[src/chain_diag_map.svh]
// Purpose: Offsets, field positions, reset values and timing figures of the chain status block.
// Assumes: Included by its bare name; definitions only.
// Notes: Times are in their own unit; cycle counts are derived in the modules.
`ifndef CHAIN_DIAG_MAP_SVH
`define CHAIN_DIAG_MAP_SVH

`define CLK_HZ 40000000
`define REG_ERROR_DESCRIPTION 16'h0000
`define REG_GUARD_STATES_LOW 16'h0001
`define REG_GUARD_STATES_HIGH 16'h0002
`define REG_FAULT_POSITION 16'h0003
`define REG_CONFIGURED_SWITCH_COUNT 16'h0004
`define REG_WORDS 5
`define REG_RESET 16'h0000
`define ERR_LOOP_BIT 4
`define ERR_OVER_BIT 3
`define ERR_MISMATCH_BIT 2
`define ERR_FAIL_BIT 1
`define ERR_CONTACT_BIT 0
`define MAX_SWITCHES 6'h14
`define FN_READ_HOLDING 8'h03
`define FN_EXCEPTION_FLAG 8'h80
`define EXC_ILLEGAL_FUNCTION 8'h01
`define EXC_ILLEGAL_ADDRESS 8'h02
`define EXC_ILLEGAL_VALUE 8'h03
`define MAX_READ_QTY 16'h007D
`define CRC_INIT 16'hFFFF
`define CRC_POLY 16'hA001
`define BAUD_9600 9600
`define BAUD_19200 19200
`define BAUD_38400 38400
`define BAUD_57600 57600
`define BAUD_76800 76800
`define BAUD_115200 115200
`define BAUD_DEFAULT_SEL 3'h1
`define GAP_BITS 6'h27
`define INIT_TIME_MS 5000
`define DIAG_TIMEOUT_MS 5000
`define BLINK_TIME_MS 50

`endif

[src/chain_diag_pkg.sv]
// Purpose: Types shared by the chain status block and its serial line.
// Assumes: Numbers live in chain_diag_map.svh.
// Notes: Indicator colour code is {red, green}; orange lights both.
package chain_diag_pkg;
   typedef enum logic [1:0] {
      ST_INIT = 2'b00,
      ST_RUN = 2'b01,
      ST_ERROR = 2'b10
   } chain_state_e;
   typedef enum logic [1:0] {
      LED_OFF = 2'b00,
      LED_GREEN = 2'b01,
      LED_RED = 2'b10,
      LED_ORANGE = 2'b11
   } led_e;
   typedef enum logic [1:0] {
      PAR_NONE = 2'b00,
      PAR_EVEN = 2'b01,
      PAR_ODD = 2'b10
   } parity_e;
   typedef struct packed {
      logic [5:0] detected_count;
      logic [19:0] guard_closed;
      logic [4:0] fault_pos;
      logic loop_missing;
      logic switch_fail;
      logic cable_disc;
   } diag_frame_s;
endpackage

[src/uart_line.sv]
// Purpose: Half duplex serial byte line with run-time divisor and parity.
// Assumes: rx is already synchronised to clk.
// Notes: Without parity two stop bits are sent, as the line framing requires.
`timescale 1ns/1ps
`include "chain_diag_map.svh"
module uart_line import chain_diag_pkg::*; (
   // Clock and reset
   input wire logic clk,
   input wire logic rst,
   // Line settings
   input wire logic [12:0] bit_div,
   input wire parity_e parity,
   // Receive side
   input wire logic rx,
   output logic rx_stb,
   output logic [7:0] rx_byte,
   output logic rx_bad,
   output logic bit_tick,
   // Transmit side
   input wire logic tx_valid,
   input wire logic [7:0] tx_byte,
   output logic tx_ready,
   output logic tx_line,
   output logic tx_busy
);
   logic rx_act_q;
   logic [12:0] rx_cnt_q;
   logic [3:0] rx_bit_q;
   logic [8:0] rx_sh_q;
   logic [12:0] tk_q;
   logic [12:0] tx_cnt_q;
   logic [3:0] tx_n_q;
   logic [9:0] tx_sh_q;
   wire no_par = (parity == PAR_NONE);
   wire [3:0] rx_last = no_par ? 4'h9 : 4'hA;
   wire [7:0] rx_data = no_par ? rx_sh_q[8:1] : rx_sh_q[7:0];
   wire par_ok = no_par | ((parity == PAR_ODD) == (^rx_sh_q));
   wire tx_par = (parity == PAR_ODD) ? ~(^tx_byte) : (^tx_byte);
   wire [9:0] tx_frame = {1'b1, (no_par ? 1'b1 : tx_par), tx_byte};
   assign tx_ready = ~tx_busy;
   assign bit_tick = (tk_q == 13'h0000);

   always_ff @(posedge clk) begin
      if (rst || tk_q == 13'h0000) begin
         tk_q <= bit_div - 13'h0001;
      end else begin
         tk_q <= tk_q - 13'h0001;
      end
   end

   always_ff @(posedge clk) begin
      rx_stb <= 1'b0;
      rx_bad <= 1'b0;
      if (rst) begin
         rx_act_q <= 1'b0;
         rx_cnt_q <= 13'h0000;
         rx_bit_q <= 4'h0;
         rx_sh_q <= 9'h000;
         rx_byte <= 8'h00;
      end else if (!rx_act_q) begin
         if (!rx) begin
            rx_act_q <= 1'b1;
            rx_cnt_q <= bit_div >> 1;
            rx_bit_q <= 4'h0;
         end
      end else if (rx_cnt_q != 13'h0000) begin
         rx_cnt_q <= rx_cnt_q - 13'h0001;
      end else begin
         rx_cnt_q <= bit_div - 13'h0001;
         rx_bit_q <= rx_bit_q + 4'h1;
         if (rx_bit_q == 4'h0) begin
            rx_act_q <= ~rx;
         end else if (rx_bit_q < rx_last) begin
            rx_sh_q <= {rx, rx_sh_q[8:1]};
         end else begin
            rx_act_q <= 1'b0;
            rx_byte <= rx_data;
            rx_stb <= rx & par_ok;
            rx_bad <= ~(rx & par_ok);
         end
      end
   end

   always_ff @(posedge clk) begin
      if (rst) begin
         tx_busy <= 1'b0;
         tx_line <= 1'b1;
         tx_cnt_q <= 13'h0000;
         tx_n_q <= 4'h0;
         tx_sh_q <= 10'h3FF;
      end else if (!tx_busy) begin
         if (tx_valid) begin
            tx_busy <= 1'b1;
            tx_line <= 1'b0;
            tx_sh_q <= tx_frame;
            tx_n_q <= 4'hA;
            tx_cnt_q <= bit_div - 13'h0001;
         end
      end else if (tx_cnt_q != 13'h0000) begin
         tx_cnt_q <= tx_cnt_q - 13'h0001;
      end else if (tx_n_q == 4'h0) begin
         tx_busy <= 1'b0;
      end else begin
         tx_line <= tx_sh_q[0];
         tx_sh_q <= {1'b1, tx_sh_q[9:1]};
         tx_n_q <= tx_n_q - 4'h1;
         tx_cnt_q <= bit_div - 13'h0001;
      end
   end
endmodule

[src/chain_diag_status.sv]
// Purpose: Chain diagnostic status, read-only holding registers over a serial slave line,
//          chain-error contact and two status indicators.
// Assumes: DIAG_VALID and DIAG_FRAME come from the frame decoder on CLK.
// Notes:
// Overview of operation
// - Contact open during initialization and error state, closed otherwise.
// - Once open, contact stays open until reset; closes only when chain is consistent.
// - Diagnostic indicator orange init, green run, red error, off without data.
// - Error state on count mismatch, over twenty switches, missing terminator, fail, cut.
// - Bus indicator orange while detecting, blinks green good frame, red bad frame.
// - Only read holding registers, function 03h, is served.
// - Requests and replies use RTU framing with silent gaps and CRC.
// - Bit rate is detected during a five second initialization after reset; parity is hunted from frames after it.
// - Rates 9600 to 115200, default 19200; parity none, even or odd.
// - Word 1 holds guards one to sixteen; word 2 holds seventeen to twenty.
// - Word 3 low five bits give position of cut or failing switch.
// - Word 4 low five bits give the micro-switch switch count.
// - Error word bit 4 flags a missing loopback terminator.
// - Error word bit 3 flags more than twenty detected switches.
// - Error word bit 2 flags detected count differing from configured count.
// - Error word bit 1 flags failing switch, cable cut or bad transponder.
// - Error word bit 0 mirrors contact, one when closed; all bits reset zero.
// - Guard bits read one when closed; guard words read zero in error.
// - Each periodic diagnostic frame refreshes the register contents.
// - Slave address comes from the sixteen-position rotary selector.
`timescale 1ns/1ps
`include "chain_diag_map.svh"
module chain_diag_status import chain_diag_pkg::*; #(
   parameter int INIT_CYCLES = `INIT_TIME_MS * (`CLK_HZ / 1000),
   parameter int DIAG_TIMEOUT_CYCLES = `DIAG_TIMEOUT_MS * (`CLK_HZ / 1000),
   parameter int BLINK_CYCLES = `BLINK_TIME_MS * (`CLK_HZ / 1000)
) (
   // Clock and reset
   input wire logic CLK,
   input wire logic SYS_RST,
   // Chain diagnostics
   input wire logic DIAG_VALID,
   input wire diag_frame_s DIAG_FRAME,
   // Selector pins
   input wire logic [4:0] SWITCH_COUNT_SET,
   input wire logic [3:0] BUS_ADDR_SEL,
   // Serial bus
   input wire logic BUS_RX,
   output logic BUS_TX,
   output logic BUS_TX_EN,
   // Contact and indicators
   output logic CHAIN_ERR_CLOSED,
   output led_e DIAG_LED,
   output led_e BUS_LED
);
   localparam int TMAX = 2 ** 28;
   if (INIT_CYCLES < 1 || INIT_CYCLES >= TMAX || DIAG_TIMEOUT_CYCLES < 1 ||
       DIAG_TIMEOUT_CYCLES >= TMAX || BLINK_CYCLES < 1 || BLINK_CYCLES >= TMAX) begin : g_chk
      $error("Timer parameter out of range.");
   end
   localparam logic [27:0] INIT_LAST = 28'(INIT_CYCLES - 1);
   localparam logic [27:0] DIAG_LOAD = 28'(DIAG_TIMEOUT_CYCLES);
   localparam logic [27:0] BLINK_LOAD = 28'(BLINK_CYCLES);
   localparam logic [12:0] DIVS [6] = '{13'(`CLK_HZ / `BAUD_9600), 13'(`CLK_HZ / `BAUD_19200),
      13'(`CLK_HZ / `BAUD_38400), 13'(`CLK_HZ / `BAUD_57600), 13'(`CLK_HZ / `BAUD_76800),
      13'(`CLK_HZ / `BAUD_115200)};

   function automatic logic [15:0] crc_step(input logic [15:0] c, input logic [7:0] b);
      logic [15:0] r;
      r = c ^ {8'h00, b};
      for (int i = 0; i < 8; i++) begin
         r = r[0] ? ((r >> 1) ^ `CRC_POLY) : (r >> 1);
      end
      return r;
   endfunction

   function automatic logic [2:0] pick_rate(input logic [15:0] low);
      logic [2:0] sel;
      sel = 3'h0;
      for (int i = 1; i < 6; i++) begin
         if (low < 16'((32'(DIVS[i - 1]) + 32'(DIVS[i])) / 2)) begin
            sel = 3'(i);
         end
      end
      return sel;
   endfunction

   logic [1:0] rx_sync_q;
   logic [4:0] cnt_meta_q, cnt_s_q;
   logic [3:0] adr_meta_q, adr_s_q;
   chain_state_e state_q, state_d;
   logic [27:0] init_cnt_q, fresh_q, blink_q;
   logic blink_red_q;
   logic seen_q;
   diag_frame_s diag_q;
   logic [2:0] baud_sel_q;
   logic [15:0] low_cnt_q, min_low_q;
   logic low_seen_q;
   parity_e par_q;
   logic par_lock_q;
   logic [7:0] rx_buf_q [8];
   logic [3:0] rx_len_q;
   logic frame_bad_q;
   logic [15:0] crc_rx_q, crc_tx_q;
   logic [5:0] gap_q;
   logic sending_q;
   logic [3:0] tx_idx_q;
   logic [7:0] rsp_code_q;
   logic [2:0] rsp_start_q, rsp_qty_q;
   logic rx_stb, rx_bad, bit_tick, tx_ready, tx_line, tx_busy;
   logic [7:0] rx_byte;
   wire rx_s = rx_sync_q[1];
   wire in_init = (state_q == ST_INIT);
   wire init_done = (init_cnt_q == INIT_LAST);
   // Indicators follow the next state, so they leave orange on the edge that closes the contact.
   wire next_init = (state_d == ST_INIT);

   // Error conditions are taken from the last frame and the live micro-switch setting.
   wire e_mism = seen_q && (diag_q.detected_count != {1'b0, cnt_s_q});
   wire e_over = (diag_q.detected_count > `MAX_SWITCHES);
   wire e_loop = diag_q.loop_missing;
   wire e_fail = diag_q.switch_fail | diag_q.cable_disc;
   wire any_err = e_mism | e_over | e_loop | e_fail;
   wire err_mode = any_err || (state_q == ST_ERROR);

   // Register words; unused upper bits are tied to zero.
   logic [15:0] reg_w [`REG_WORDS];
   assign reg_w[0] = {11'h000, e_loop, e_over, e_mism, e_fail, CHAIN_ERR_CLOSED};
   assign reg_w[1] = err_mode ? `REG_RESET : diag_q.guard_closed[15:0];
   assign reg_w[2] = err_mode ? `REG_RESET : {12'h000, diag_q.guard_closed[19:16]};
   assign reg_w[3] = {11'h000, diag_q.fault_pos};
   assign reg_w[4] = {11'h000, cnt_s_q};

   always_ff @(posedge CLK) begin
      rx_sync_q <= {rx_sync_q[0], BUS_RX};
      cnt_meta_q <= SWITCH_COUNT_SET;
      cnt_s_q <= cnt_meta_q;
      adr_meta_q <= BUS_ADDR_SEL;
      adr_s_q <= adr_meta_q;
   end

   // The error state never falls back to run, so an opened contact stays open until reset.
   always_comb begin
      state_d = state_q;
      unique case (state_q)
         ST_INIT: if (init_done) state_d = any_err ? ST_ERROR : ST_RUN;
         ST_RUN: if (any_err) state_d = ST_ERROR;
         ST_ERROR: state_d = ST_ERROR;
      endcase
   end

   always_ff @(posedge CLK) begin
      if (SYS_RST) begin
         state_q <= ST_INIT;
         init_cnt_q <= 28'h0000000;
         CHAIN_ERR_CLOSED <= 1'b0;
      end else begin
         state_q <= state_d;
         init_cnt_q <= init_done ? init_cnt_q : init_cnt_q + 28'h0000001;
         CHAIN_ERR_CLOSED <= (state_d == ST_RUN);
      end
   end

   always_ff @(posedge CLK) begin
      if (SYS_RST) begin
         diag_q <= '0;
         seen_q <= 1'b0;
         fresh_q <= 28'h0000000;
      end else if (DIAG_VALID) begin
         diag_q <= DIAG_FRAME;
         seen_q <= 1'b1;
         fresh_q <= DIAG_LOAD;
      end else if (fresh_q != 28'h0000000) begin
         fresh_q <= fresh_q - 28'h0000001;
      end
   end

   always_ff @(posedge CLK) begin
      if (SYS_RST) begin
         DIAG_LED <= LED_OFF;
      end else if (next_init) begin
         DIAG_LED <= LED_ORANGE;
      end else if (fresh_q == 28'h0000000) begin
         DIAG_LED <= LED_OFF;
      end else begin
         DIAG_LED <= err_mode ? LED_RED : LED_GREEN;
      end
   end

   // Rate detection takes the shortest low run seen during initialization as one bit time.
   // A noise spike on the line would therefore pick a rate that is too fast.
   always_ff @(posedge CLK) begin
      if (SYS_RST) begin
         low_cnt_q <= 16'h0000;
         min_low_q <= 16'hFFFF;
         low_seen_q <= 1'b0;
         baud_sel_q <= `BAUD_DEFAULT_SEL;
      end else if (in_init) begin
         if (!rx_s) begin
            low_cnt_q <= (low_cnt_q == 16'hFFFF) ? low_cnt_q : low_cnt_q + 16'h0001;
         end else if (low_cnt_q != 16'h0000) begin
            low_cnt_q <= 16'h0000;
            low_seen_q <= 1'b1;
            min_low_q <= (low_cnt_q < min_low_q) ? low_cnt_q : min_low_q;
         end
         if (init_done && low_seen_q) begin
            baud_sel_q <= pick_rate(min_low_q);
         end
      end
   end

   wire frame_end = (rx_len_q != 4'h0) && bit_tick && (gap_q == `GAP_BITS - 6'h01);
   wire [7:0] fn = rx_buf_q[1];
   wire crc_ok = (crc_rx_q == 16'h0000) && (rx_len_q >= 4'h4) && !frame_bad_q;
   wire ok_frame = crc_ok && (fn != `FN_READ_HOLDING || rx_len_q == 4'h8);
   wire hit = ok_frame && (rx_buf_q[0] == {4'h0, adr_s_q}) && !in_init && !sending_q;
   wire [15:0] q_start = {rx_buf_q[2], rx_buf_q[3]};
   wire [15:0] q_qty = {rx_buf_q[4], rx_buf_q[5]};
   wire [16:0] q_end = {1'b0, q_start} + {1'b0, q_qty};
   wire [7:0] exc_code = (fn != `FN_READ_HOLDING) ? `EXC_ILLEGAL_FUNCTION :
      (q_qty == 16'h0000 || q_qty > `MAX_READ_QTY) ? `EXC_ILLEGAL_VALUE :
      (q_end > 17'(`REG_WORDS)) ? `EXC_ILLEGAL_ADDRESS : 8'h00;

   // Parity hunts through none, even and odd on bad frames until one good frame locks it.
   always_ff @(posedge CLK) begin
      if (SYS_RST) begin
         par_q <= PAR_NONE;
         par_lock_q <= 1'b0;
      end else if (frame_end && !in_init) begin
         par_lock_q <= par_lock_q | ok_frame;
         if (!ok_frame && !par_lock_q) begin
            par_q <= (par_q == PAR_NONE) ? PAR_EVEN : (par_q == PAR_EVEN) ? PAR_ODD : PAR_NONE;
         end
      end
   end

   // Echo of our own reply on the half duplex pair is ignored while driving.
   wire rx_take = rx_stb && !BUS_TX_EN;
   always_ff @(posedge CLK) begin
      if (SYS_RST) begin
         rx_len_q <= 4'h0;
         frame_bad_q <= 1'b0;
         crc_rx_q <= `CRC_INIT;
         gap_q <= 6'h00;
      end else if (frame_end) begin
         rx_len_q <= 4'h0;
         frame_bad_q <= 1'b0;
         crc_rx_q <= `CRC_INIT;
         gap_q <= 6'h00;
      end else if (rx_take) begin
         if (rx_len_q < 4'h8) begin
            rx_buf_q[rx_len_q[2:0]] <= rx_byte;
         end
         rx_len_q <= (rx_len_q == 4'h9) ? rx_len_q : rx_len_q + 4'h1;
         crc_rx_q <= crc_step(crc_rx_q, rx_byte);
         gap_q <= 6'h00;
      end else begin
         frame_bad_q <= frame_bad_q | (rx_bad && !BUS_TX_EN);
         gap_q <= (bit_tick && rx_len_q != 4'h0) ? gap_q + 6'h01 : gap_q;
      end
   end

   wire rsp_exc = (rsp_code_q != 8'h00);
   wire [3:0] body_len = rsp_exc ? 4'h3 : 4'h3 + {rsp_qty_q, 1'b0};
   wire [3:0] data_k = tx_idx_q - 4'h3;
   wire [2:0] data_reg = rsp_start_q + data_k[3:1];
   wire [15:0] data_word = (data_reg < 3'h5) ? reg_w[data_reg] : `REG_RESET;
   wire [7:0] tx_byte = (tx_idx_q == 4'h0) ? {4'h0, adr_s_q} :
      (tx_idx_q == 4'h1) ? (rsp_exc ? (`FN_READ_HOLDING | `FN_EXCEPTION_FLAG) : `FN_READ_HOLDING) :
      (tx_idx_q == 4'h2) ? (rsp_exc ? rsp_code_q : {4'h0, rsp_qty_q, 1'b0}) :
      (tx_idx_q < body_len) ? (data_k[0] ? data_word[7:0] : data_word[15:8]) :
      (tx_idx_q == body_len) ? crc_tx_q[7:0] : crc_tx_q[15:8];
   wire tx_go = sending_q && tx_ready;

   always_ff @(posedge CLK) begin
      if (SYS_RST) begin
         sending_q <= 1'b0;
         tx_idx_q <= 4'h0;
         crc_tx_q <= `CRC_INIT;
         rsp_code_q <= 8'h00;
         rsp_start_q <= 3'h0;
         rsp_qty_q <= 3'h0;
         BUS_TX_EN <= 1'b0;
      end else begin
         BUS_TX_EN <= sending_q || tx_busy;
         if (frame_end && hit) begin
            sending_q <= 1'b1;
            tx_idx_q <= 4'h0;
            crc_tx_q <= `CRC_INIT;
            rsp_code_q <= exc_code;
            rsp_start_q <= q_start[2:0];
            rsp_qty_q <= q_qty[2:0];
         end else if (tx_go) begin
            tx_idx_q <= tx_idx_q + 4'h1;
            if (tx_idx_q < body_len) begin
               crc_tx_q <= crc_step(crc_tx_q, tx_byte);
            end
            if (tx_idx_q == body_len + 4'h1) begin
               sending_q <= 1'b0;
            end
         end
      end
   end

   always_ff @(posedge CLK) begin
      if (SYS_RST) begin
         blink_q <= 28'h0000000;
         blink_red_q <= 1'b0;
         BUS_LED <= LED_OFF;
      end else begin
         if (frame_end) begin
            blink_q <= BLINK_LOAD;
            blink_red_q <= ~ok_frame;
         end else if (blink_q != 28'h0000000) begin
            blink_q <= blink_q - 28'h0000001;
         end
         if (next_init) begin
            BUS_LED <= LED_ORANGE;
         end else if (blink_q != 28'h0000000) begin
            BUS_LED <= blink_red_q ? LED_RED : LED_GREEN;
         end else begin
            BUS_LED <= LED_OFF;
         end
      end
   end

   assign BUS_TX = tx_line;

   uart_line u_line (
      .clk(CLK),
      .rst(SYS_RST),
      .bit_div(DIVS[baud_sel_q]),
      .parity(par_q),
      .rx(rx_s),
      .rx_stb(rx_stb),
      .rx_byte(rx_byte),
      .rx_bad(rx_bad),
      .bit_tick(bit_tick),
      .tx_valid(sending_q),
      .tx_byte(tx_byte),
      .tx_ready(tx_ready),
      .tx_line(tx_line),
      .tx_busy(tx_busy)
   );
endmodule

[config.mk]
export PLATFORM = sky130hd
export DESIGN_NAME = chain_diag_status
export DESIGN_NICKNAME = d
export VERILOG_FILES = /design/src/chain_diag_pkg.sv /design/src/uart_line.sv /design/src/chain_diag_status.sv
export VERILOG_INCLUDE_DIRS = /design/src
export SDC_FILE = /design/constraint.sdc
export NUM_CORES = 1
export LEC_CHECK = 0
export ABC_CLOCK_PERIOD_IN_PS = 6180
export BUFFER_PORTS_ARGS = -buffer_cell sky130_fd_sc_hd__buf_2
export CORE_AREA = 2 2 133 232
export CTS_BUF_LIST = sky130_fd_sc_hd__clkbuf_8
export DETAILED_ROUTE_END_ITERATION = 10
export DIE_AREA = 0 0 135 234
export PLACE_DENSITY = 0.86
export SYNTH_ARGS = -nofsm -noshare
export SYNTH_HDL_FRONTEND = slang
export SYNTH_SLANG_ARGS = --single-unit
[constraint.sdc]
create_clock -name CLK -period 6.18 [get_ports CLK]
set_clock_uncertainty 0.2 [all_clocks]
set_input_delay 0.927 -clock CLK [delete_from_list [all_inputs] [get_ports CLK]]
set_output_delay 0.927 -clock CLK [all_outputs]
set_load 0.05 [all_outputs]
======== Yosys cells after proc, flatten, opt, wreduce, memory -nomap -nowiden ========
Memory sizes are Yosys's and may differ from the RTL's.
Cells that the tools add are included.
storage, ports and cells
  memory bits (writable) .................. 64
  input port bits ......................... 47
  output and inout bits ................... 7
  logic and storage cells ................. 324
  flip-flop bits (word level) ............. 328
  memory bits (read-only) ................. 104
  memories ................................ 2
memories
  name             words  width  read ports  clocked after Yosys merged registers in  wr ports  line                      RTL
  (no name shown)  8      13     1           0                                        0         chain_diag_status.sv:327  .bit_div(DIVS[baud_sel_q]),
  rx_buf_q         8      8      6           0                                        1         chain_diag_status.sv:96   logic [7:0] rx_buf_q [8];
operators by class
  $add $sub $neg .......................... 18
  magnitude comparators ................... 16
  mux-type cells .......................... 104
  equal/unequal tests ..................... 25
  bitwise operators ....................... 38
  reduce and logical (&&, ||, !) cells .... 69
operators with widths
  operator                 number
  $mux W16                 23
  $mux W13                 10
  $mux W8                  9
  $mux W28                 2
  $reduce_bool A28 Y1      2
  $sub A28 B1 Y28 const B  2
  $sub A13 B1 Y13 const B  4
  $bmux W16 S3             1
  $not A2 Y3               16
  $mux W21                 2
  $mux W10                 4
  $mux W4                  9
  $logic_not A16 Y1        2
  $lt A16 B10 Y1 const B   2
  $xor A16 B8 Y16          2
  $mux W2                  15
  $add A28 B1 Y28 const B  1
  $eq A28 B28 Y1 const B   1
  $logic_not A28 Y1        1
  $reduce_bool A13 Y1      2
  $mux W1                  24
  $add A16 B16 Y17         1
  $gt A17 B3 Y1 const B    1
  $add A16 B1 Y16 const B  1
  56 further kinds         133

======== Logic depth before layout (Yosys ltp) ========
Gate-level depths: netlist of the first run.
  depth in word-level cells ............... 33
  gate-level depth with buffers ........... 20
  depth with buffers taken out ............ 17

======== Cells and area by module ========
Synthesis of the first run repeated with hierarchy kept, for this count alone.
second synthesis, totals
  cell total of the unflattened synthesis .. 1,970
  area, all modules ....................... 18,027.3 um2
by module, submodules not included
  module             seq. area each (um2)  area an instance (um2)  times used  cells each
  chain_diag_status  6,306.0               13,543.0                1           1,450
  uart_line          1,561.5               4,484.3                 1           520

======== Worst setup path after synthesis of the first run ========
Ideal clock, no wire load.
  path kind ............................... flip-flop to flip-flop
  from .................................... reg tx_idx_q[0]
  to ...................................... reg crc_tx_q[0]
  setup time .............................. 0.127 ns
  stages on the path, launching flop included .. 19
  clock period less this slack ............ 4.804 ns
  required time ........................... 5.853 ns
  slack ................................... 1.376 ns
  path buffers ............................ 3
  arrival time ............................ 4.477 ns
  cells stage by stage .................... dfxtp_1 -> buf_2 -> buf_1 -> inv_1 -> ha_1 -> ha_1 -> inv_1 -> fa_1 -> clkbuf_1 -> nand2_1 -> o32ai_1 -> or4b_1 -> a211oi_4 -> xnor2_1 -> xnor2_2 -> xnor3_1 -> xor2_1 -> xor2_1 -> o21ai_1
on the way
  elaborated cells on any way between the ends .. 36
  those cells by class .................... add/sub: 2; order compare: 2; eq/ne: 3; mux: 18; bitwise: 9; reduce/logical: 2
RTL lines
  item                                                     line                      RTL
  start: declaration                                       chain_diag_status.sv:102  logic [3:0] tx_idx_q;
  start signal: assignment                                 chain_diag_status.sv:289  tx_idx_q <= tx_idx_q + 4'h1;
  $sub A4 B2 Y4 *                                          chain_diag_status.sv:260  wire [3:0] data_k = tx_idx_q - 4'h3;
  via data_k[0]                                            chain_diag_status.sv:260
  $mux W8 * (2 in series)                                  chain_diag_status.sv:266  (tx_idx_q < body_len) ? (data_k[0] ? data_word[7:0] : data_word[15:8]) :
  $mux W8 *                                                chain_diag_status.sv:265  (tx_idx_q == 4'h2) ? (rsp_exc ? rsp_code_q : {4'h0, rsp_qty_q, 1'b0}) :
  $mux W8 *                                                chain_diag_status.sv:264  (tx_idx_q == 4'h1) ? (rsp_exc ? (`FN_READ_HOLDING | `FN_EXCEPTION_FLAG) : `FN_READ_HOLDING) :
  $mux W8 *                                                chain_diag_status.sv:263  wire [7:0] tx_byte = (tx_idx_q == 4'h0) ? {4'h0, adr_s_q} :
  $xor A16 B8 Y16 *                                        chain_diag_status.sv:65   r = c ^ {8'h00, b};
  $mux W16 * (6 in series)                                 chain_diag_status.sv:67   r = r[0] ? ((r >> 1) ^ `CRC_POLY) : (r >> 1);
  $not A2 Y3 (no line) / $mux W16 (equally long branches)  -
  $mux W16 * (2 in series)                                 chain_diag_status.sv:67
  end signal: assignment                                   chain_diag_status.sv:274  crc_tx_q <= `CRC_INIT;
  end signal: assignment                                   chain_diag_status.sv:284  crc_tx_q <= `CRC_INIT;
  end signal: assignment                                   chain_diag_status.sv:291  crc_tx_q <= crc_step(crc_tx_q, tx_byte);
  end: declaration                                         chain_diag_status.sv:99   logic [15:0] crc_rx_q, crc_tx_q;
Mark *: on every way through the listed nets, which the timed path passes. The rest lies on a longest branch. The select of a mux whose other input is x is not followed.
A chain may end at the register's enable or synchronous reset.

======== Final worst setup path of the first run ========
  from .................................... reg rsp_qty_q[0]
  to ...................................... reg crc_tx_q[0]
on the way
  longest elaborated chain between the ends .. 18
  elaborated cells on any way between the ends .. 27
  those cells by class .................... add/sub: 1; order compare: 1; eq/ne: 1; mux: 15; bitwise: 8; reduce/logical: 1
RTL lines
  item                                                                    line                      RTL
  start: declaration                                                      chain_diag_status.sv:104  logic [2:0] rsp_start_q, rsp_qty_q;
  start signal: assignment                                                chain_diag_status.sv:287  rsp_qty_q <= q_qty[2:0];
  parallel branches: the longest is 18 deep, another holds $add A2 B4 Y4  -
Several ways; the timed one is not identified.

==> qor.txt, run 1 <==
Initial DRC Count -> 955
Postcts setup bufs -> 0
Initial Utilization -> 58.9%
RSZ-0062 raised after global routing -> false
Slowest cell delay on critical path -> 0.69 ns
Simple-gate share of the synthesized area -> 20.4%
CTS sink count -> 369
First-pass GRT wire length -> 67,300 um
Clock Latency Late Sink -> 0.64 ns
Post-Syn Area per Cell -> 8.99 sq um
Max Fclk -> 204 MHz
Antenna violations before repair -> 0
Yosys top cell area share -> 36.5%
Largest cells by area after synthesis -> dfxtp_1 37%, edfxtp_1 8.2%, nor2_1 6.6%
# port buffers -> 53
Setup-failing EPs final -> 0
Synth unique cells -> 81
Worst R2R Setup Slack -> 1.28 ns
Mapped Nets -> 2,070
FF-to-FF Start -> rsp_qty_q[0]$_SDFFE_PP0P_
Crit path top cell by count -> xor2_1
Worst slew pin tran -> 1.18 ns
Synth Area in XOR/XNOR -> 9.95%
DRC errors left -> 0
Crit. path cell count -> 16
Slowest cell on crit path -> a211oi_1
Synth async-reset ratio -> 0%
Yosys reg bits -> 369
FILL cells -> 2,361
P&R area growth vs syn -> 10.1%
Peak VDD IR -> 198 uV
Commonest cells post-synth -> 321 x dfxtp_1, 309 x nor2_1, 164 x nand2_1
Fin. max-slew vios -> 0
CP startpoint kind -> register
Setup tns final -> 0 ns
Synth area leader -> dfxtp_1
Vias per inst -> 5.95
ANT cells -> 0
CP arrival -> 5.19 ns
Worst setup path category -> register to register
Synth Area in Adders -> 4.85%
Max-slew headroom -> 21.0%
Clock transition at the registers of the reported paths -> 0.07 ns
Htree depth -> 2
Die Y -> 234 um
Post-Layout Inst Area -> 0.0194 sq mm
Remaining antenna violation count -> 0
Synth Area in Compound Gates -> 12.4%
Initial DRT Pass Iterations -> 6
Crit share post-route -> 79.2%
Worst setup path start -> rsp_qty_q[0]$_SDFFE_PP0P_
Final Hold Viols -> 0
Routed WL per cell -> 17.0 um
DR vias -> 14,400
CTS tree -> built
Synth warnings -> 0
Share of layout cells above drive strength 1 -> 8.67%
Die ar. -> 0.0316 sq mm
Critical path's top delay family -> compound AO/OA/AOI/OAI gates
DP Area -> 0.0181 sq mm
Crit path time final -> 4.90 ns
Post-CTS sizing -> 0
Detailed-placement wirelength estimate -> 29,000 um
CTS Hold Bufs -> 0
Largest family of logic cells by synthesized area -> simple AND/OR/NAND/NOR gates
Hold Path Class -> register to register
Syn Inst Count -> 1,956
Row count -> 84
Gr busiest metal -> met2
Sequential-to-total area share from yosys stat -> 44.7%
Post-synth EDFFs -> 48
CP Cell Sequence -> ha_1 -> xor2_1 -> nand2_1 -> ha_1 -> and4_1 -> a211oi_1 -> nand4_1 -> nor4_1 -> a31o_1 -> a21oi_1 -> a31oi_4 -> xnor2_2 -> xnor3_1 -> xor2_1 -> xor2_1 -> o21ai_1
Lkg Pwr -> 7.86 nW
Cts bufs inserted -> 52
Bufs and invs on worst path -> 0
Met1 GRT Util -> 25.7%
IO Pins -> 54
Post-Syn Area -> 0.0176 sq mm
Routability cong. -> 0.926
Met3 usage -> 3.89%
Overall routed net length -> 41,000 um
Ys flop type -> dfxtp_1
Status -> completed
CP endpoint kind -> register
Die width -> 135 um
Clk root buf -> clkbuf_8
Nets@finish -> 2,101
Max Cap Viol -> 0
Grt ovf -> 0
Most instantiated library cell after synthesis -> dfxtp_1
Core ar. -> 0.0298 sq mm
Critical-path maximum fanout -> 11
R2R Path End -> crc_tx_q[0]$_SDFFE_PP1P_
Reg2Reg Depth -> 16
Multiplexer share of the synthesized area -> 4.52%
GRT Util Overall -> 26.0%
Largest net degree at the start of global routing -> 106
CTS Buffer Depth -> 3
Vias in the first global route -> 14,600
Worst Setup EP -> crc_tx_q[0]$_SDFFE_PP1P_
Met2 usage -> 49.0%
Power per Cell Area -> 301 mW/mm^2
Critical Path RT -> 6.47 ns
[placed cells by master (no fill, tap or decap), drive strengths merged, types with 6 or more instances in the layout]
cell type	instances
clkinv	9
nand3	56
a221oi	9
xor2	81
buf	62
or3	21
nand4	25
nand2	164
dfxtp	321
clkbuf	65
a41oi	6
and3	15
nor2b	14
a211oi	23
and2	8
a311oi	15
o31ai	10
mux2i	76
nand2b	18
o21ai	58
o22ai	6
nor4	44
or4	13
or2	8
o221ai	6
nor3	59
ha	65
o211ai	29
xnor2	107
a21o	16
inv	75
nor2	310
a21oi	106
a31oi	16
bufinv	9
edfxtp	48
[worst register-to-register path, cell delays in order, from the launching register on]
cell and delay (ns):
dfxtp_1 0.39, ha_1 0.19, xor2_1 0.16, nand2_1 0.12
ha_1 0.36, and4_1 0.32, a211oi_1 0.69, nand4_1 0.25
nor4_1 0.44, a31o_1 0.19, a21oi_1 0.10, a31oi_4 0.22
xnor2_2 0.14, xnor3_1 0.48, xor2_1 0.28, xor2_1 0.17
o21ai_1 0.07
[worst min path at each step]
stage | slack, ns | cells after the start | from | endpoint
floorplan | 0.11 | 0 | adr_meta_q[0]$_DFF_P_ | adr_s_q[0]$_DFF_P_
global placement | 0.11 | 0 | adr_meta_q[0]$_DFF_P_ | adr_s_q[0]$_DFF_P_
detailed placement | 0.11 | 0 | adr_meta_q[3]$_DFF_P_ | adr_s_q[3]$_DFF_P_
CTS | 0.13 | 0 | cnt_meta_q[1]$_DFF_P_ | cnt_s_q[1]$_DFF_P_
global route | 0.14 | 0 | cnt_meta_q[1]$_DFF_P_ | cnt_s_q[1]$_DFF_P_
finish | 0.12 | 0 | cnt_meta_q[3]$_DFF_P_ | cnt_s_q[3]$_DFF_P_
[kinds of logic (layout without fill, tap and decap cells)]
logic type,after synthesis,count (layout)
multiplexers,79,79
AND/OR/NAND/NOR,774,774
XOR/XNOR,191,191
flip-flops,369,369
buffers and inverters,147,222
AO/OA/AOI/OAI,329,329
adder cells (fa/ha/maj),67,67
[sequential cells by signal (all words and copies together), names as in the netlist, 13 cells and up]
name / cells
u_line.tk_q: 13
u_line.tx_cnt_q: 13
low_cnt_q: 16
u_line.rx_cnt_q: 13
crc_rx_q: 16
init_cnt_q: 28
fresh_q: 28
blink_q: 28
crc_tx_q: 16
min_low_q: 16
diag_q: 33
rx_buf_q: 48
[routing by layer]
layer	wire length (um)	part of all wire [%]
met3	1630	4.0
met4	2830	6.9
met1	14800	36
met2	21700	53
met5	0	0
[metrics by stage]
| stage | util (%) | cells | worst slack (ns) | total power, W | hold WS, ns |
|---|---|---|---|---|---|
| after detailed placement | 60.6 | 2320 | 1.37 | 0.00357 | 0.112 |
| after floorplan | - | 1956 | 1.38 | 0.00338 | 0.110 |
| after global placement | 60.6 | 2320 | 1.53 | 0.00352 | 0.115 |
| after global routing | 64.9 | 2418 | 1.08 | 0.00609 | 0.137 |
| final | 64.9 | 2418 | 1.28 | 0.00582 | 0.125 |
| after CTS | 64.9 | 2418 | 1.36 | 0.00586 | 0.126 |
[where the power goes]
part	switching (W)	internal, W	total [W]
Combinational	0.000482	0.000342	0.000824
Sequential	0.000138	0.00257	0.00270
Clock	0.000958	0.00134	0.00230
[layout make-up]
cell class / count / area, sq um / share of cell area [%]
flip-flops and latches: 369 / 7870 / 40.6
clock buffers: 65 / 895 / 4.62
clock inverters: 33 / 393 / 2.03
repair buffers: 62 / 339 / 1.75
multi-input cells: 1440 / 9160 / 47.3
inverters: 62 / 233 / 1.20
well taps: 387 / 484 / 2.50
(Power assumes the default switching activity.)
==> inputs of run 2 (changes only) <==
--- a/config.mk
+++ b/config.mk
@@ -6,13 +6,13 @@
 export SDC_FILE = /design/constraint.sdc
 export NUM_CORES = 1
 export LEC_CHECK = 0
-export ABC_CLOCK_PERIOD_IN_PS = 6180
+export ABC_CLOCK_PERIOD_IN_PS = 4100
 export BUFFER_PORTS_ARGS = -buffer_cell sky130_fd_sc_hd__buf_2
-export CORE_AREA = 2 2 133 232
+export CORE_AREA = 2 2 135 236
 export CTS_BUF_LIST = sky130_fd_sc_hd__clkbuf_8
 export DETAILED_ROUTE_END_ITERATION = 10
-export DIE_AREA = 0 0 135 234
-export PLACE_DENSITY = 0.86
+export DIE_AREA = 0 0 137 238
+export PLACE_DENSITY = 0.87
 export SYNTH_ARGS = -nofsm -noshare
 export SYNTH_HDL_FRONTEND = slang
 export SYNTH_SLANG_ARGS = --single-unit
==> constraint.sdc (replaced) <==
create_clock -name CLK -period 4.1 [get_ports CLK]
set_clock_uncertainty 0.2 [all_clocks]
set_input_delay 0.615 -clock CLK [delete_from_list [all_inputs] [get_ports CLK]]
set_output_delay 0.615 -clock CLK [all_outputs]
set_load 0.05 [all_outputs]
==> run 2 against run 1 <==
The flow now finishes with violations (negative setup slack). Sequential power is 50% higher. Via count is 1.7% higher. Non-clock buffer count is 66 higher. Fmax is 17% higher. Largest power group unchanged.
==> qor.txt, run 2 (same netlist as run 1, synthesis figures left out) <==
Setup-failing EPs final -> 3 (was 0)
Core ar. -> 0.0306 sq mm (was 0.0298 sq mm)
Commonest non-fill, non-tap cell in the layout -> dfxtp_1 (unchanged)
IO Pins -> 54 (unchanged)
Vias per inst -> 5.89 (was 5.95)
First-pass GRT wire length -> 68,100 um (was 67,300 um)
Initial DRC Count -> 902 (was 955)
Vias in the first global route -> 14,700 (was 14,600)
DR vias -> 14,600 (was 14,400)
DP Area -> 0.0185 sq mm (was 0.0181 sq mm)
Place WS -> -0.170 ns (was 1.37 ns)
RSZ-0062 raised after global routing -> true (was false)
Antenna violations before repair -> 0 (unchanged)
Die Y -> 238 um (was 234 um)
Initial Utilization -> 57.4% (was 58.9%)
Post-Layout Inst Area -> 0.0199 sq mm (was 0.0194 sq mm)
Crit path time final -> 4.19 ns (was 4.90 ns)
P&R area growth vs syn -> 13.1% (was 10.1%)
R2R Path End -> crc_tx_q[0]$_SDFFE_PP1P_ (unchanged)
Worst setup path start -> tx_idx_q[0]$_SDFFE_PP0P_ (was rsp_qty_q[0]$_SDFFE_PP0P_)
CP endpoint kind -> register (unchanged)
Slowest cell on crit path -> or3_4 (was a211oi_1)
Slowest cell delay on critical path -> 0.40 ns (was 0.69 ns)
CP Cell Sequence -> inv_4 -> ha_4 -> ha_4 -> inv_2 -> fa_2 -> xnor3_2 -> buf_4 -> xnor2_4 -> a21oi_1 -> or3_4 -> o32ai_4 -> xnor2_2 -> xor3_2 -> xnor3_2 -> xor2_2 -> xor2_1 -> o21ai_1 (was ha_1 -> xor2_1 -> nand2_1 -> ha_1 -> and4_1 -> a211oi_1 -> nand4_1 -> nor4_1 -> a31o_1 -> a21oi_1 -> a31oi_4 -> xnor2_2 -> xnor3_1 -> xor2_1 -> xor2_1 -> o21ai_1)
DRC errors left -> 0 (unchanged)
Htree depth -> 2 (unchanged)
Detailed-placement wirelength estimate -> 29,400 um (was 29,000 um)
CP startpoint kind -> register (unchanged)
Pwr Total -> 0.00831 W (was 0.00582 W)
Commonest non-fill, non-tap cells in the layout -> 319 x dfxtp_1, 307 x nor2_1, 164 x nand2_1, 106 x a21oi_1, 99 x xnor2_1 (was 321 x dfxtp_1, 309 x nor2_1, 164 x nand2_1, 106 x a21oi_1, 104 x xnor2_1)
Routability cong. -> 0.956 (was 0.926)
Hold Path Class -> input pin to register (was register to register)
Die width -> 137 um (was 135 um)
CTS tree -> built (unchanged)
Status -> finished, violations left (was completed)
Max-slew headroom -> 29.0% (was 21.0%)
CTS Buffer Depth -> 3 (unchanged)
Clk root buf -> clkbuf_8 (unchanged)
Clock Latency Late Sink -> 0.61 ns (was 0.64 ns)
Nets@finish -> 2,167 (was 2,101)
Reg2Reg Depth -> 17 (was 16)
Worst setup path category -> register to register (unchanged)
Max Fclk -> 239 MHz (was 204 MHz)
Clock transition at the registers of the reported paths -> 0.06 ns (was 0.07 ns)
CTS sink count -> 369 (unchanged)
Worst slew pin tran -> 1.06 ns (was 1.18 ns)
Remaining antenna violation count -> 0 (unchanged)
Violated checks -> negative setup slack
Critical-path maximum fanout -> 5 (was 11)
Grt ovf -> 0 (unchanged)
Row count -> 85 (was 84)
Largest net degree at the start of global routing -> 80 (was 106)
FF-to-FF Start -> tx_idx_q[0]$_SDFFE_PP0P_ (was rsp_qty_q[0]$_SDFFE_PP0P_)
# placed instances -> 2,372 (was 2,320)
Final Hold Viols -> 0 (unchanged)
GRT Util Overall -> 25.4% (was 26.0%)
Critical Path RT -> 4.38 ns (was 6.47 ns)
Layout Cells excl Fill -> 2,484 (was 2,418)
Overall routed net length -> 41,400 um (was 41,000 um)
Routed WL per cell -> 16.7 um (was 17.0 um)
Crit share post-route -> 102% (was 79.2%)
Worst Setup EP -> crc_tx_q[0]$_SDFFE_PP1P_ (unchanged)
WHS -> 0.0413 ns (was 0.125 ns)
Worst R2R Setup Slack -> -0.09 ns (was 1.28 ns)
Lkg Pwr -> 8.12 nW (was 7.86 nW)
Fin. max-slew vios -> 0 (unchanged)
Share of layout cells above drive strength 1 -> 12.2% (was 8.67%)
ANT cells -> 0 (unchanged)
Setup ws final -> -0.0895 ns (was 1.28 ns)
Max Cap Viol -> 0 (unchanged)
Power per Cell Area -> 418 mW/mm^2 (was 301 mW/mm^2)
# port buffers -> 53 (unchanged)
Peak VDD IR -> 273 uV (was 198 uV)
Max reg flops -> 48 (unchanged)
Cts bufs inserted -> 52 (unchanged)
Die ar. -> 0.0326 sq mm (was 0.0316 sq mm)
Initial DRT Pass Iterations -> 6 (unchanged)
CP arrival -> 4.47 ns (was 5.19 ns)
[run 2: changes by cell type in the layout (fill, tap and decap cells not counted), moves of 3 or more]
cell and change:
clkinv_2 +3, bufinv_16 -7, o21ai_0 -3, buf_4 +53, inv_1 -5, xnor2_1 -5, inv_2 +3, buf_6 +3
xnor2_2 +3, ha_1 -3, dlygate4sd3_1 +10, ha_4 +3
[run 2: worst min path at each step]
stage / depth (start not counted) / start / slack (ns) / end
floorplan: 0 / adr_meta_q[0]$_DFF_P_ / 0.11 / adr_s_q[0]$_DFF_P_
global placement: 0 / rx_sync_q[0]$_DFF_P_ / 0.11 / rx_sync_q[1]$_DFF_P_
detailed placement: 0 / rx_sync_q[0]$_DFF_P_ / 0.11 / rx_sync_q[1]$_DFF_P_
CTS: 3 / DIAG_FRAME[9] / 0.01 / diag_q[9]$_SDFFE_PP0P_
global route: 3 / DIAG_FRAME[21] / 0.02 / diag_q[21]$_SDFFE_PP0P_
finish: 3 / DIAG_FRAME[22] / 0.04 / diag_q[22]$_SDFFE_PP0P_
[run 2: cell type report]
type / count / area, sq um
clock buffers: 64 / 881
flip-flops and latches: 369 / 7870
repair buffers: 128 / 871
inverters: 62 / 235
clock inverters: 30 / 196
well taps: 391 / 489
fillers: 2340 / 10700
multi-input cells: 1440 / 9340
[run 2: report_power, final]
group	switching [W]	internal [W]	leakage, nW	total, W
Combinational	0.000745	0.000547	4.45	0.00129
Clock	0.00141	0.00154	0.602	0.00296
Sequential	0.000194	0.00387	3.07	0.00406
Total	0.00235	0.00596	8.12	0.00831
[run 2: metrics by stage]
stage | setup TNS, ns | utilization, %
after floorplan | -0.236 | -
after global placement | -0.123 | 60.5
after detailed placement | -0.334 | 60.5
after CTS | -0.0280 | 64.6
after global routing | -0.769 | 64.9
final | -0.174 | 64.9
[run 2: critical path, delay by kind of cell, from the launching register on]
| family | cells | cell delay, ns |
|---|---|---|
| XOR/XNOR | 7 | 1.66 |
| adder cells (fa/ha/maj) | 3 | 0.71 |
| AO/OA/AOI/OAI | 3 | 0.48 |
| AND/OR/NAND/NOR | 1 | 0.40 |
| flip-flops | 1 | 0.37 |
| buffers and inverters | 3 | 0.24 |
[run 2: metal layers]
metal / global-route usage, % / vias to the layer above / share of wire, %
li1: - / 7072 / -
met1: 25.8 / 6967 / 36
met2: 46.9 / 407 / 53
met3: 3.72 / 186 / 3.8
met4: 17.1 / 0 / 6.7
met5: 0 / - / 0
[run 2: timing repair]
action / 4_1_cts / 5_1_grt
buffers inserted: 3 / 5
cloned: 0 / 0
pin swaps: 8 / 17
hold buffers: 10 / 0
gates resized for setup: 9 / 16
hold endpoints to repair: 10 / 0
setup endpoints to repair: 3 / 4
